<file path="src/core/csa_pkg.sv">
// Shared constants for the charger sequencer and alert block.
// Assumes a 250 MHz core clock and a word-indexed register map.
package csa_pkg;

  // Clock rate and documented times
  localparam int unsigned CLK_MHZ       = 250;
  localparam int unsigned RAMP_STEP_US  = 400;
  localparam int unsigned MS_US         = 1000;
  localparam int unsigned DET_LOAD_MS   = 1000;
  localparam int unsigned DET_CHG_MS    = 1000;
  localparam int unsigned OPEN_SHORT_MS = 1500;
  localparam int unsigned RETRY_S       = 30;
  localparam int unsigned RETRY_MS      = RETRY_S * 1000;

  // Register indices; byte address is four times the index
  localparam logic [5:0] REG_LIMIT_FIRST   = 6'h01;
  localparam logic [5:0] REG_LIMIT_LAST    = 6'h0C;
  localparam logic [5:0] REG_EN_LIMIT      = 6'h0D;
  localparam logic [5:0] REG_LIMIT_ALERTS  = 6'h0E;
  localparam logic [5:0] REG_EN_PHASE      = 6'h0F;
  localparam logic [5:0] REG_PHASE_ALERTS  = 6'h10;
  localparam logic [5:0] REG_EN_STATUS     = 6'h11;
  localparam logic [5:0] REG_STATUS_ALERTS = 6'h12;
  localparam logic [5:0] REG_PHASE         = 6'h13;
  localparam logic [5:0] REG_STATUS        = 6'h14;
  localparam logic [5:0] REG_CELL          = 6'h15;
  localparam logic [5:0] REG_CHG_CTRL      = 6'h16;
  localparam logic [5:0] REG_APPLIED       = 6'h17;

  localparam int unsigned NUM_LIMITS = 12;
  // Limit index 0..11: vin hi/lo, thermistor hi/lo, bsr hi, die hi,
  // ibat lo, iin hi, vout hi/lo, vbat hi/lo. Set bit = high limit.
  localparam logic [11:0] LIMIT_IS_HI = 12'h5B5;
  localparam int unsigned BIT_BSR_DONE = 12;
  localparam int unsigned BIT_TEL_VALID = 13;

  // Phase bits of the charger state register
  localparam int unsigned PH_DETECT  = 0;
  localparam int unsigned PH_FAILED  = 1;
  localparam int unsigned PH_MISSING = 2;
  localparam int unsigned PH_SHORT   = 3;
  localparam int unsigned PH_SUSP    = 4;
  localparam int unsigned PH_FLOAT   = 5;

  // Control register fields
  localparam int unsigned CTRL_SUSPEND = 5;

  // Three-level strap codes
  localparam logic [1:0] LVL_GND  = 2'h0;
  localparam logic [1:0] LVL_LOGIC = 2'h1;
  localparam logic [1:0] LVL_INT  = 2'h2;

  // Alert response address read byte and cell codes
  localparam logic [7:0] ARA_READ = 8'h19;
  localparam logic [3:0] CELL_6V  = 4'h2;
  localparam logic [3:0] CELL_12V = 4'h4;
  localparam logic [3:0] CELL_18V = 4'h6;
  localparam logic [3:0] CELL_24V = 4'h8;

  typedef enum logic [3:0] {
    S_INHIBIT, S_SUSP, S_TRICKLE, S_DET_LOAD, S_DET_CHG, S_OPEN_SHORT,
    S_FLOAT, S_MISSING, S_SHORT, S_FAILED
  } csa_phase_t;

  typedef enum logic [2:0] {I_IDLE, I_ADDR, I_ACK, I_TX, I_WAIT} csa_bus_t;

endpackage
</file>
<file path="src/core/csa_core.sv">
// Charger sequencer with SMBus alert logic: limit, phase and status
// alerts, alert response read with arbitration, strap decode, battery
// detection with retries, trickle and charge-current ramp.
// Assumes telemetry, comparator and status inputs come from logic on clk;
// straps, scl and sda are asynchronous and synchronised here.
// Operation
// Enabled alert flag pulls alert line low
// Answer alert response read with own address
// Lost arbitration: stop, keep alert asserted
// Release alert only after full address sent
// Host repeats response reads until released
// Writing 0 clears flag, 1 ignored
// Host clears serviced bit, writes others 1
// Twelve limits; flag on crossing high/low
// Phase entry and status change alerts
// Decode straps into cell code
// Invalid straps flag error, inhibit charging
// Detection: load, then small charge, stable proceeds
// Unstable battery runs open/short test
// Abnormal result enters blocking fault phase
// Fault phase retries detection every 30 s
// Ramp charge code one step per 400 us
// Same ramp for changes up or down
// Below 2.5V trickle from internal supply
// Constant-current target is setting plus one mV
// Alert held while enabled flag unacknowledged
// Disabled alert never sets, never asserts line
`timescale 1ns/100ps
`default_nettype none

module csa_core
  import csa_pkg::*;
#(
  parameter int unsigned RAMP_CYC = RAMP_STEP_US * CLK_MHZ,
  parameter int unsigned MS_CYC   = MS_US * CLK_MHZ,
  parameter logic [6:0]  OWN_ADDR = 7'h2A  // Arbitrary bus address
) (
  input  wire logic        clk,
  input  wire logic        rstn,
  input  wire logic [7:0]  regAddr,
  input  wire logic [15:0] regWrData,
  input  wire logic        regWr,
  input  wire logic        regRd,
  output logic      [15:0] regRdData,
  input  wire logic        sclIn,
  input  wire logic        sdaIn,
  output logic             sdaOut,
  output logic             sdaOe,
  output logic             alertOut,
  output logic             alertOe,
  input  wire logic [1:0]  strapPinLow,
  input  wire logic [1:0]  strapPinHigh,
  input  wire logic [15:0] vinMeas,
  input  wire logic [15:0] voutMeas,
  input  wire logic [15:0] vbatMeas,
  input  wire logic [15:0] thermMeas,
  input  wire logic [15:0] bsrMeas,
  input  wire logic [15:0] dieTempMeas,
  input  wire logic [15:0] ibatMeas,
  input  wire logic [15:0] iinMeas,
  input  wire logic        telemetryValid,
  input  wire logic        bsrDone,
  input  wire logic [5:0]  chargeStatus,
  input  wire logic        batBelowTrickle,
  input  wire logic        batStable,
  input  wire logic        batOpen,
  input  wire logic        batShort,
  output logic             trickleEn,
  output logic             detectLoadEn,
  output logic             chargerEn,
  output logic      [4:0]  chargeCode,
  output logic      [5:0]  ccTargetMv
);

  typedef struct packed {
    logic [2:0]             sclS;
    logic [2:0]             sdaS;
    logic                   sclF;
    logic                   sdaF;
    logic [3:0][2:0]        strapS;
    logic [3:0]             strapF;
    logic [NUM_LIMITS-1:0][15:0] limit;
    logic [13:0]            enLim;
    logic [13:0]            limAl;
    logic [5:0]             enPh;
    logic [5:0]             phAl;
    logic [5:0]             enCs;
    logic [5:0]             csAl;
    logic [5:0]             prevCs;
    logic [4:0]             setting;
    logic                   suspend;
    logic [3:0]             cellCode;
    logic                   cellErr;
    csa_phase_t             phase;
    logic                   unstable;
    logic [31:0]            msDiv;
    logic [31:0]            msCnt;
    logic [31:0]            rampCnt;
    logic [4:0]             applied;
    logic [5:0]             ccMv;
    logic                   alertPending;
    csa_bus_t               bus;
    logic [3:0]             bitCnt;
    logic [7:0]             shifter;
    logic                   sdaDrive;
    logic [15:0]            rdData;
  } csa_state_t;

  csa_state_t s;
  csa_state_t next_s;

  function automatic logic [5:0] phase_vec(input csa_phase_t p);
    logic [5:0] v;
    v = '0;
    case (p)
      S_DET_LOAD, S_DET_CHG, S_OPEN_SHORT: v[PH_DETECT] = 1'b1;
      S_FAILED:  v[PH_FAILED] = 1'b1;
      S_MISSING: v[PH_MISSING] = 1'b1;
      S_SHORT:   v[PH_SHORT] = 1'b1;
      S_SUSP:    v[PH_SUSP] = 1'b1;
      S_FLOAT:   v[PH_FLOAT] = 1'b1;
      default:   v = '0;
    endcase
    return v;
  endfunction

  // Three-flop filter: a change counts once stages two and three agree
  function automatic logic filt(input logic [2:0] sh, input logic old);
    return (sh[1] == sh[2]) ? sh[2] : old;
  endfunction

  logic [NUM_LIMITS-1:0][15:0] meas;
  logic [13:0] limSet;
  logic [5:0]  phSet;
  logic [5:0]  csSet;
  logic        msTick;
  logic        sclRise;
  logic        sclFall;
  logic        startCond;
  logic        stopCond;
  logic        araDone;
  logic [4:0]  target;
  logic [5:0]  idx;

  always_comb begin
    next_s = s;
    meas = {vbatMeas, vbatMeas, voutMeas, voutMeas, iinMeas, ibatMeas,
            dieTempMeas, bsrMeas, thermMeas, thermMeas, vinMeas, vinMeas};
    idx = regAddr[7:2];
    araDone = 1'b0;

    // Pin synchronisers
    next_s.sclS = {s.sclS[1:0], sclIn};
    next_s.sdaS = {s.sdaS[1:0], sdaIn};
    next_s.sclF = filt(s.sclS, s.sclF);
    next_s.sdaF = filt(s.sdaS, s.sdaF);
    for (int i = 0; i < 4; i++) begin
      next_s.strapS[i] = {s.strapS[i][1:0], (i < 2) ? strapPinLow[i] : strapPinHigh[i-2]};
      next_s.strapF[i] = filt(s.strapS[i], s.strapF[i]);
    end

    // Strap decode into cell code
    next_s.cellErr = 1'b0;
    case ({s.strapF[3:2], s.strapF[1:0]})
      {LVL_INT, LVL_INT}:   next_s.cellCode = CELL_6V;
      {LVL_INT, LVL_LOGIC}: next_s.cellCode = CELL_12V;
      {LVL_INT, LVL_GND}:   next_s.cellCode = CELL_18V;
      {LVL_LOGIC, LVL_INT}: next_s.cellCode = CELL_24V;
      default: begin
        next_s.cellCode = '0;
        next_s.cellErr  = 1'b1;
      end
    endcase

    // Millisecond time base for long waits
    msTick = (s.msDiv == MS_CYC - 1);
    next_s.msDiv = msTick ? '0 : s.msDiv + 32'h1;
    next_s.msCnt = msTick ? s.msCnt + 32'h1 : s.msCnt;

    // Charge sequencer
    case (s.phase)
      S_INHIBIT, S_SUSP: begin
        next_s.phase = S_TRICKLE;
      end
      S_TRICKLE: begin
        if (!batBelowTrickle) begin
          next_s.phase = S_DET_LOAD;
          next_s.msCnt = '0;
          next_s.unstable = 1'b0;
        end
      end
      S_DET_LOAD, S_DET_CHG: begin
        if (!batStable) next_s.unstable = 1'b1;
        if (s.msCnt >= ((s.phase == S_DET_LOAD) ? DET_LOAD_MS : DET_CHG_MS)) begin
          next_s.msCnt = '0;
          if (s.phase == S_DET_LOAD) next_s.phase = S_DET_CHG;
          else if (s.unstable || !batStable) next_s.phase = S_OPEN_SHORT;
          else next_s.phase = S_FLOAT;
        end
      end
      S_OPEN_SHORT: begin
        if (s.msCnt >= OPEN_SHORT_MS) begin
          next_s.msCnt = '0;
          next_s.phase = batOpen ? S_MISSING : (batShort ? S_SHORT : S_FAILED);
        end
      end
      S_MISSING, S_SHORT, S_FAILED: begin
        if (s.msCnt >= RETRY_MS) next_s.phase = S_TRICKLE;
      end
      S_FLOAT: next_s.phase = S_FLOAT;
      default: next_s.phase = S_INHIBIT;
    endcase
    if (s.cellErr) next_s.phase = S_INHIBIT;
    else if (s.suspend) next_s.phase = S_SUSP;

    // Ramp toward target, one step per period either way
    target = (s.phase == S_FLOAT) ? s.setting : '0;
    next_s.rampCnt = (s.rampCnt == RAMP_CYC - 1) ? '0 : s.rampCnt + 32'h1;
    if (s.rampCnt == RAMP_CYC - 1) begin
      if (s.applied < target) next_s.applied = s.applied + 5'h01;
      else if (s.applied > target) next_s.applied = s.applied - 5'h01;
    end
    next_s.ccMv = {1'b0, s.setting} + 6'h01;

    // Alert events, gated by their enables
    for (int i = 0; i < NUM_LIMITS; i++) begin
      limSet[i] = telemetryValid && (LIMIT_IS_HI[i] ? (meas[i] > s.limit[i])
                                                     : (meas[i] < s.limit[i]));
    end
    limSet[BIT_BSR_DONE]  = bsrDone;
    limSet[BIT_TEL_VALID] = telemetryValid;
    limSet = limSet & s.enLim;
    phSet  = phase_vec(next_s.phase) & ~phase_vec(s.phase) & s.enPh;
    csSet  = (chargeStatus ^ s.prevCs) & s.enCs;
    next_s.prevCs = chargeStatus;

    // Register access; sticky flag sets win over clears
    if (regWr) begin
      if (idx >= REG_LIMIT_FIRST && idx <= REG_LIMIT_LAST)
        next_s.limit[4'(idx - REG_LIMIT_FIRST)] = regWrData;
      case (idx)
        REG_EN_LIMIT:      next_s.enLim = regWrData[13:0];
        REG_LIMIT_ALERTS:  next_s.limAl = s.limAl & regWrData[13:0];
        REG_EN_PHASE:      next_s.enPh = regWrData[5:0];
        REG_PHASE_ALERTS:  next_s.phAl = s.phAl & regWrData[5:0];
        REG_EN_STATUS:     next_s.enCs = regWrData[5:0];
        REG_STATUS_ALERTS: next_s.csAl = s.csAl & regWrData[5:0];
        REG_CHG_CTRL: begin
          next_s.setting = regWrData[4:0];
          next_s.suspend = regWrData[CTRL_SUSPEND];
        end
        default: next_s.enLim = next_s.enLim;
      endcase
    end
    next_s.limAl = next_s.limAl | limSet;
    next_s.phAl  = next_s.phAl | phSet;
    next_s.csAl  = next_s.csAl | csSet;

    next_s.rdData = '0;
    if (regRd) begin
      if (idx >= REG_LIMIT_FIRST && idx <= REG_LIMIT_LAST)
        next_s.rdData = s.limit[4'(idx - REG_LIMIT_FIRST)];
      case (idx)
        REG_EN_LIMIT:      next_s.rdData = {2'h0, s.enLim};
        REG_LIMIT_ALERTS:  next_s.rdData = {2'h0, s.limAl};
        REG_EN_PHASE:      next_s.rdData = {10'h000, s.enPh};
        REG_PHASE_ALERTS:  next_s.rdData = {10'h000, s.phAl};
        REG_EN_STATUS:     next_s.rdData = {10'h000, s.enCs};
        REG_STATUS_ALERTS: next_s.rdData = {10'h000, s.csAl};
        REG_PHASE:         next_s.rdData = {10'h000, phase_vec(s.phase)};
        REG_STATUS:        next_s.rdData = {10'h000, s.prevCs};
        REG_CELL:          next_s.rdData = {11'h000, s.cellErr, s.cellCode};
        REG_CHG_CTRL:      next_s.rdData = {10'h000, s.suspend, s.setting};
        REG_APPLIED:       next_s.rdData = {11'h000, s.applied};
        default:           next_s.rdData = next_s.rdData;
      endcase
    end

    // Alert response read on the bus
    sclRise   = !s.sclF && next_s.sclF;
    sclFall   = s.sclF && !next_s.sclF;
    startCond = s.sclF && next_s.sclF && s.sdaF && !next_s.sdaF;
    stopCond  = s.sclF && next_s.sclF && !s.sdaF && next_s.sdaF;
    case (s.bus)
      I_ADDR: begin
        if (sclRise) begin
          next_s.shifter = {s.shifter[6:0], next_s.sdaF};
          next_s.bitCnt = s.bitCnt + 4'h1;
          if (s.bitCnt == 4'h7)
            next_s.bus = ({s.shifter[6:0], next_s.sdaF} == ARA_READ && s.alertPending)
                         ? I_ACK : I_WAIT;
        end
      end
      I_ACK: begin
        if (sclFall && !s.sdaDrive) next_s.sdaDrive = 1'b1;
        else if (sclFall) begin
          next_s.shifter = {OWN_ADDR, 1'b1};
          next_s.bitCnt = '0;
          next_s.sdaDrive = !OWN_ADDR[6];
          next_s.bus = I_TX;
        end
      end
      I_TX: begin
        if (sclRise) begin
          if (s.shifter[7] && !next_s.sdaF) begin
            next_s.sdaDrive = 1'b0;
            next_s.bus = I_WAIT;
          end else begin
            next_s.bitCnt = s.bitCnt + 4'h1;
            if (s.bitCnt == 4'h7) begin
              araDone = 1'b1;
              next_s.bus = I_WAIT;
            end
          end
        end else if (sclFall) begin
          next_s.shifter = {s.shifter[6:0], 1'b0};
          next_s.sdaDrive = !s.shifter[6];
        end
      end
      I_WAIT: if (sclFall) next_s.sdaDrive = 1'b0;
      I_IDLE: next_s.sdaDrive = 1'b0;
      default: next_s.bus = I_IDLE;
    endcase
    if (startCond) begin
      next_s.bus = I_ADDR;
      next_s.bitCnt = '0;
      next_s.sdaDrive = 1'b0;
    end else if (stopCond) begin
      next_s.bus = I_IDLE;
      next_s.sdaDrive = 1'b0;
    end

    // Pending alert: new event wins over acknowledge or all-clear
    if (araDone || ~|{next_s.limAl & s.enLim, next_s.phAl & s.enPh, next_s.csAl & s.enCs})
      next_s.alertPending = 1'b0;
    if (|{limSet, phSet, csSet}) next_s.alertPending = 1'b1;
  end

  always_ff @(posedge clk or negedge rstn) begin
    if (!rstn) begin
      s <= '0;
      s.sclS <= 3'h7;
      s.sdaS <= 3'h7;
      s.sclF <= 1'b1;
      s.sdaF <= 1'b1;
    end else begin
      s <= next_s;
    end
  end

  assign regRdData    = s.rdData;
  assign sdaOut       = 1'b0;
  assign sdaOe        = s.sdaDrive;
  assign alertOut     = 1'b0;
  assign alertOe      = s.alertPending;
  assign trickleEn    = (s.phase == S_TRICKLE) && batBelowTrickle;
  assign detectLoadEn = (s.phase == S_DET_LOAD);
  assign chargerEn    = (s.phase == S_DET_CHG) || (s.phase == S_OPEN_SHORT) || (s.phase == S_FLOAT);
  assign chargeCode   = s.applied;
  assign ccTargetMv   = s.ccMv;

endmodule // csa_core

`default_nettype wire

</file>
<file path="config.mk">
export PLATFORM = sky130hd
export DESIGN_NAME = csa_core
export DESIGN_NICKNAME = d
export VERILOG_FILES = /design/src/core/csa_pkg.sv /design/src/core/csa_core.sv
export SDC_FILE = /design/constraint.sdc
export NUM_CORES = 1
export LEC_CHECK = 0
export ABC_AREA = 1
export BUFFER_PORTS_ARGS = -buffer_cell sky130_fd_sc_hd__buf_2
export CAP_MARGIN = 25
export CELL_PAD_IN_SITES_DETAIL_PLACEMENT = 1
export CELL_PAD_IN_SITES_GLOBAL_PLACEMENT = 1
export CORE_UTILIZATION = 49
export DETAILED_ROUTE_END_ITERATION = 6
export PLACE_DENSITY_LB_ADDON = 0.1
export SYNTH_ARGS = -nofsm -noshare
export SYNTH_HDL_FRONTEND = slang
export SYNTH_SLANG_ARGS = --single-unit
</file>
<file path="constraint.sdc">
create_clock -name clk -period 5.7 [get_ports clk]
set_clock_uncertainty 0.05 [all_clocks]
set_input_delay 1.14 -clock clk [delete_from_list [all_inputs] [get_ports clk]]
set_output_delay 1.14 -clock clk [all_outputs]
set_load 0.01 [all_outputs]
</file>
# Word-level counts from Yosys, hierarchy flattened
# Index checks and enable logic that the tools add are counted.
# op_classes
n_addsub,8
mul,0
n_div,0
magnitude_cmp,21
n_eq_ne,69
n_shift,0
n_mux,82
n_bitwise,15
reduce_logical,65
# op_table
operator,count
$bwmux 192,1
$mux 32,6
$pmux 16 s11,1
$gt 16x16->1,7
$add 32x1->32 const B,3
$pmux 32 s3,1
$lt 16x16->1,5
$mux 16,5
$bmux 16 s4,1
$demux 16 s4,1
$reduce_or 26->1,2
$eq 6x5->1 const B,8
$and 14x14->14,3
$and 6x6->6,7
$eq 4x3->1 const B,10
$mux 38,1
$mux 4,9
$pmux 12 s3,1
$eq 32x17->1 const B,1
$eq 32x18->1 const B,1
$ge 32x10->1 const B,1
$ge 32x11->1 const B,1
$ge 32x15->1 const B,1
$mux 15,2
60 further kinds,181
# word_totals
ff_bits,430
latch_bits,0
ram_bits,0
romBits,0
in_bits,174
output_inout_bits,34
word_cells,308
mem_count,0

# Logic depth before layout (Yosys ltp)
# Gate-level depths: netlist (run 1).
# logic_depth
depth_word,20
mapped_depth,22
mapped_depth_nobuf,21

# Least setup slack after synthesis (run 1)
# No wires, ideal clock.
# synth_timing
path_kind,in2reg
from,input regAddr[2]
to,register s (netlist bit alertOe)
setup_time_ps,121
t_arrival_ps,3641
t_required_ps,5529
setup_slack_ps,1888
cell_stages,22
path_buffers,3
path_cell_list,inv_1 clkbuf_1 clkbuf_1 buf_1 ha_1 nand3_1 nor2_1 nand2_1 nand2_1 nand2_1 nand2_1 nand4_1 nor2_1 nand2_1 nor2_1 nand2_1 nor2_1 nand3_1 nor2_1 nand3_1 nand2_1 nand2_1
# synth_lines
element,line,text
"start, declared",csa_core.sv:40,"input wire logic [7:0] regAddr,"
"end signal, assigned",csa_core.sv:347,s <= next_s;
"end, declared",csa_core.sv:109,csa_state_t s;

==> flow_summary.yaml, run 1 <==
outcome:
  status: "finished, violations left"
  violations: "DRC"
hold_path:
  hold_class: "reg -> reg"
synth:
  ys_warn_count: 0
  synth_top_area_cell: "dfrtp_1"
  ys.flop_type: "dfrtp_1"
  synth_edf_count: 0
  yosys-top-cells-count: "nand2_1 (658), inv_1 (490), dfrtp_1 (421)"
  syn_inst: 3332
  synth_area_leaders: "dfrtp_1 (41%), ha_1 (10%), nand2_1 (9.6%)"
  syn_area_per_cell_um2: 7.76
  yosysUniqueCellTypes: 61
  synth_top_area_frac: 0.408
  async_reset_ff_frac: 1.00
  synth_area_um2: 25800
  ys_seq_elements: 429
  synth.most_common_cell: "nand2_1"
  yosysSeqAreaShare: 0.416
place:
  gp_congestion: 0.982
  hpwl_um: 66800
  dpl_cell_area_um2: 27400
  placement.io_buffers: 203
detailed_routing:
  drt_iter0_drc: 1561
  wire_per_inst_um: 21.6
  drc: 1
  routed_wl_um: 90900
  drtAntennaViolNets: 0
  via_count: 24200
  first_pass_iters: 7
  viasPerCell: 5.74
clocking:
  clk_path_buf_depth: 3
  clkTransAtPathRegs_ps: 60
  htree_levels: 2
  post_cts_buffers: 0
  numCtsBuffers: 51
  clock-sinks: 429
  cts_tree: "built"
  clkLatencyLatePin_ps: 610
  cts_resized: 0
  cts_root_buf: "clkbuf_16"
  postCtsHoldBufs: 0
pwr:
  peakVddDrop_mv: 0.228
  powerDensity_nw_per_um2: 303
  share_comb_of_total_power: 0.212
  p_leak_nw: 14.1
  power.total_mw: 8.81
  clockPowerShare: 0.367
  p_int_mw: 5.93
  p_seq_frac: 0.420
  p_switching_mw: 2.88
  switching_share: 0.327
critical_path:
  critPathArrivalTime_ps: 4340
  cpPeakStageDelay_ps: 470
  critical_path_depth: 13
  critical_path_required_ps: 6130
  reg2reg_slack_ps: 1940
  setup.worst_path.end: "regRdData[12]"
  critPathTopFamily: "buffers and inverters"
  critPathSlowestCell: "a21oi_1"
  crit_type: "in -> reg"
  path_cells: "buf_2 -> inv_2 -> buf_4 -> nand3_1 -> xor2_1 -> buf_4 -> inv_1 -> nor2_1 -> inv_1 -> a21oi_1 -> nor4_1 -> o21ai_0 -> nor2_1"
  endpoint_kind: "flop"
  r2r-start: "s[144]"
  worst-path-buf-inv: 6
  cp-startpoint: "regAddr[2]"
  start_kind: "primary input"
  worstReg2RegEnd: "chargeCode[4]"
  worstPathMaxFanout: 32
  rr_worst_depth: 16
sta:
  fmax_mhz: 256
  setup_viol: 0
  slew-limit-headroom: 0.348
  finalHoldViolCount: 0
  worstMarginPinSlew_ps: 970
  fin_crit_sh: 0.686
  rsz0062_at_grt: "no"
  final_max_slew_viol_count: 0
  fin_crit_ps: 3910
  tns_ps: 0
layout:
  final_layout_size_suffix_gt1_frac: 0.110
  design_area_um2: 29100
  fin_nets: 3872
  nFillCells: 6491
  syn2layout_area_growth_pct: 12.6
flow_run:
  max-cap-violations: 0
global_route:
  grt_pass1_wl_um: 142000
  grt_max_degree: 137
  grt_use_total: 0.343
  grt_pass1_vias: 25600
  antenna_found_initial: 7
  grt-ovfl-total: 0
floorplan:
  die_area_um2: 53700
  die_w_um: 232
  die_y_um: 232
  num_rows: 83
  pin_count: 208
  start_util: 0.500
  core_area_um2: 51700
-- metal layers --
metal | vias up | part of all wire | GRT usage
met4 | 4 | 0.050 | 0.161
met3 | 214 | 0.046 | 0.0392
met1 | 12000 | 0.42 | 0.424
met5 | - | 0.00028 | 0
met2 | 623 | 0.49 | 0.597
li1 | 11300 | - | -
-- worst reg2reg max path, stage by stage (launching register included) --
cell	delay, ps
dfrtp_1	440
nor2_1	200
inv_1	120
nor2_1	630
nand2_1	130
ha_1	340
nand2_1	80
or2_2	290
and3_1	180
inv_1	170
ha_1	310
nand2_1	100
nand2_1	80
a21oi_1	170
xnor2_1	140
nor2_1	80
xor2_1	150
-- cell families (layout without fill, tap and decap cells) --
| kind of cell | after synthesis | in the layout | share of synthesized area |
|---|---|---|---|
| and+or+nand+nor | 1199 | 1199 | 0.201 |
| other | 1 | 4 | 0.000145 |
| DFF | 429 | 429 | 0.416 |
| muxes | 2 | 2 | 0.000871 |
| adders and majority gates | 215 | 215 | 0.104 |
| buffers and inverters | 639 | 831 | 0.0972 |
| AOI/OAI and AO/OA | 804 | 804 | 0.166 |
| xor gates and xnor gates | 43 | 43 | 0.0146 |
-- metrics by stage --
| stage | hold WS (ps) | worst slack, ps | cells | util |
|---|---|---|---|---|
| floorplan | 281 | 1890 | 3333 | - |
| finish | 299 | 1790 | 4207 | 0.563 |
| CTS | 301 | 1860 | 4202 | 0.561 |
| global placement | 284 | 1360 | 4112 | 0.530 |
| global route | 312 | 1660 | 4205 | 0.563 |
| detailed placement | 287 | 1240 | 4112 | 0.530 |
-- placed cells by master, fill, tap and decap left out, drive strengths merged, types with 37 or more instances in the layout --
| cell | Yosys | routed |
|---|---|---|
| buf | 40 | 239 |
| nand4 | 54 | 54 |
| inv | 499 | 500 |
| xor2 | 37 | 37 |
| nand2 | 663 | 663 |
| a21oi | 270 | 270 |
| o21ai | 438 | 438 |
| nor2 | 234 | 234 |
| nor4 | 41 | 41 |
| dfrtp | 421 | 421 |
| ha | 209 | 209 |
| nand3 | 118 | 118 |
| clkbuf | 98 | 71 |
| nor3 | 66 | 66 |
-- worst min-delay path by stage --
stage                startpoint           to  slack [ps]  cells after the start
finish              next_s[420]  next_s[421]         300                      0
global route        next_s[411]  next_s[412]         310                      0
CTS                 next_s[420]  next_s[421]         300                      0
detailed placement  next_s[420]  next_s[421]         290                      0
global placement    next_s[414]  next_s[415]         280                      0
floorplan           next_s[411]  next_s[412]         280                      0
-- power groups by stage --
stage	Combinational [mW]	Clock (mW)	Sequential, mW
6_report	1.87	3.24	3.70
5_1_grt	2.12	3.40	3.74
4_1_cts	1.86	3.28	3.69
3_5_place_dp	1.83	0	3.74
3_3_place_gp	1.71	0	3.72
2_1_floorplan	1.18	0	3.64
-- registers in the layout (all words and copies together), names as in the netlist --
name,cells
regRdData,16
alertOe,1
chargeCode,5
ccTargetMv,6
sdaOe,1
s,388
next_s,12
-- cell type report --
type / count / area (µm²) / share of cell area
inverters: 501 / 1880 / 0.0646
clock inverters: 20 / 176 / 0.00606
diodes: 2 / 5.00 / 0.000172
flip-flops and latches: 429 / 10700 / 0.369
clock buffers: 70 / 1460 / 0.0501
well taps: 680 / 851 / 0.0292
repair buffers: 240 / 1380 / 0.0475
multi-input cells: 2265 / 12600 / 0.433
(Power assumes the default switching activity.)
==> inputs of run 2 (changes only) <==
Settings changed: CORE_UTILIZATION 49 to 45.
Clock period 5.7 ns to 4.1 ns, I/O delays scaled along.
==> run 2 against run 1 <==
The run now ends clean. Combinational power is 40% higher. Critical path depth is 4 higher. Critical endpoint is now chargeCode[4]. Sequential share of layout area is 0.46 points lower. Sequential power is 39% higher. Worst setup slack worse by 1100 ps. Sequential cell count stayed put. Power is 45% higher. Via count is 0.80% lower. Die area is 8.8% higher. Largest power group unchanged. Register-to-register slack worse by 1300 ps. Worst hold slack worse by 130 ps.
==> flow_summary.yaml, run 2 (synthesized netlist as in run 1, its figures left out) <==
clocking:
  cts_root_buf: "clkbuf_16"
  clkLatencyLatePin_ps: 620
  cts_resized: 0
  numCtsBuffers: 51
  cts_tree: "built"
  clk_path_buf_depth: 3
  post_cts_buffers: 0
  clkTransAtPathRegs_ps: 60
  clock-sinks: 429
  htree_levels: 2
  postCtsHoldBufs: 0
critical_path:
  critical_path_required_ps: 4530
  start_kind: "flop"
  cpPeakStageDelay_ps: 450
  critPathSlowestCell: "dfrtp_1"
  path_cells: "nor2_1 -> inv_1 -> nor2_1 -> buf_4 -> nand2_1 -> ha_1 -> a21oi_1 -> or2_2 -> and3_1 -> inv_1 -> fa_1 -> nand2_1 -> nand2_1 -> a21oi_1 -> xnor2_1 -> nor2_1 -> xor2_1"
  endpoint_kind: "flop"
  critPathArrivalTime_ps: 3860
  worstPathMaxFanout: 7
  crit_type: "reg -> reg"
floorplan:
  pin_count: 208
  die_w_um: 242
  die_area_um2: 58400
  core_area_um2: 56600
  die_y_um: 242
  start_util: 0.457
  num_rows: 87
detailed_routing:
  drt_iter0_drc: 1460
  wire_per_inst_um: 21.5
  viasPerCell: 5.58
  first_pass_iters: 5
  via_count: 24000
  drc: 0
  routed_wl_um: 92200
  drtAntennaViolNets: 0
sta:
  worstMarginPinSlew_ps: 985
  fin_crit_ps: 3430
  setup_viol: 0
  fmax_mhz: 292
  fin_crit_sh: 0.836
  finalHoldViolCount: 0
  tns_ps: 0
  slew-limit-headroom: 0.343
  rsz0062_at_grt: "no"
  hold-worst-slack_ps: 166
  final_max_slew_viol_count: 0
place:
  placement.io_buffers: 203
  gp_congestion: 0.937
  hpwl_um: 68300
layout:
  multiInputGateArea_um2: 12600
  final_common_cell: "nand2_1"
  nFillCells: 7068
  largest_register_ffs: 388
  fin_nets: 3879
  regMostFlops: "s"
  register_area_um2: 10700
  final_cell_mix: "nand2_1 (658), inv_1 (489), dfrtp_1 (421), o21ai_0 (408), a21oi_1 (270)"
  syn2layout_area_growth_pct: 14.0
  final_layout_size_suffix_gt1_frac: 0.114
hold_path:
  hold_class: "in -> async"
flow_run:
  max-cap-violations: 0
global_route:
  grt_pass1_vias: 25400
  grt_pass1_wl_um: 144000
  grt-ovfl-total: 0
  grt_max_degree: 102
  grt_use_total: 0.314
  antenna_found_initial: 6
pwr:
  p_leak_nw: 14.3
  peakVddDrop_mv: 0.310
  powerDensity_nw_per_um2: 433
outcome:
  status: "complete, no violations"
## run 2: changes by cell type in the layout (fill, tap and decap cells not counted), moves of 2 or more
cell,change
buf_4,+5
bufinv_16,+6
clkbuf_1,-4
clkinvlp_4,+2
buf_16,-2
buf_12,+4
clkbuf_8,+3
## run 2: path summary, 6_finish.rpt
check | start | end | slack (ps) | depth (start not counted)
max | s[144] | chargeCode[4] | 670 | 17
min | rstn | s[117] | 170 | 1
max reg2reg | s[144] | chargeCode[4] | 670 | 17
min reg2reg | next_s[417] | next_s[418] | 310 | 0
max in group asynchronous | rstn | s[28] | 2820 | 2
min in group clk | sdaIn | next_s[425] | 280 | 1
## run 2: worst max-delay path, delay by kind of cell, from the launching register on
family / cells / cell delay (ps)
AOI/OAI and AO/OA: 2 / 340
DFF: 1 / 450
xor gates and xnor gates: 2 / 300
adders and majority gates: 2 / 720
buffers and inverters: 3 / 450
and+or+nand+nor: 8 / 980
## run 2: cell type report
cell class	instances	share of cell area
multi-input cells	2265	0.428
flip-flops and latches	429	0.365
inverters	501	0.0638
clock buffers	69	0.0504
repair buffers	247	0.0490
well taps	756	0.0321
clock inverters	27	0.0123
diodes	1	0.0000849
## run 2: power by group
part | internal, mW | total [mW] | leakage [nW] | switching (mW)
Combinational | 0.899 | 2.61 | 7.73 | 1.71
Clock | 3.04 | 5.01 | 0.905 | 1.96
Sequential | 4.75 | 5.14 | 5.64 | 0.392
Total | 8.69 | 12.8 | 14.3 | 4.06
## run 2: metal layers
metal	part of all wire	routed length, µm	GRT usage
met1	0.42	38900	0.388
met2	0.49	45400	0.547
met3	0.038	3550	0.0414
met4	0.048	4390	0.143
met5	0.00036	33	0
## run 2: through the flow
step,power (mW),util,instances,worst slack (ps),area (µm²)
after floorplan,6.70,-,3333,608,25900
after global placement,7.58,0.488,4197,477,27600
after detailed placement,7.76,0.488,4197,382,27600
after CTS,12.8,0.520,4293,674,29500
after global routing,13.4,0.521,4294,423,29500
final,12.8,0.521,4295,674,29500
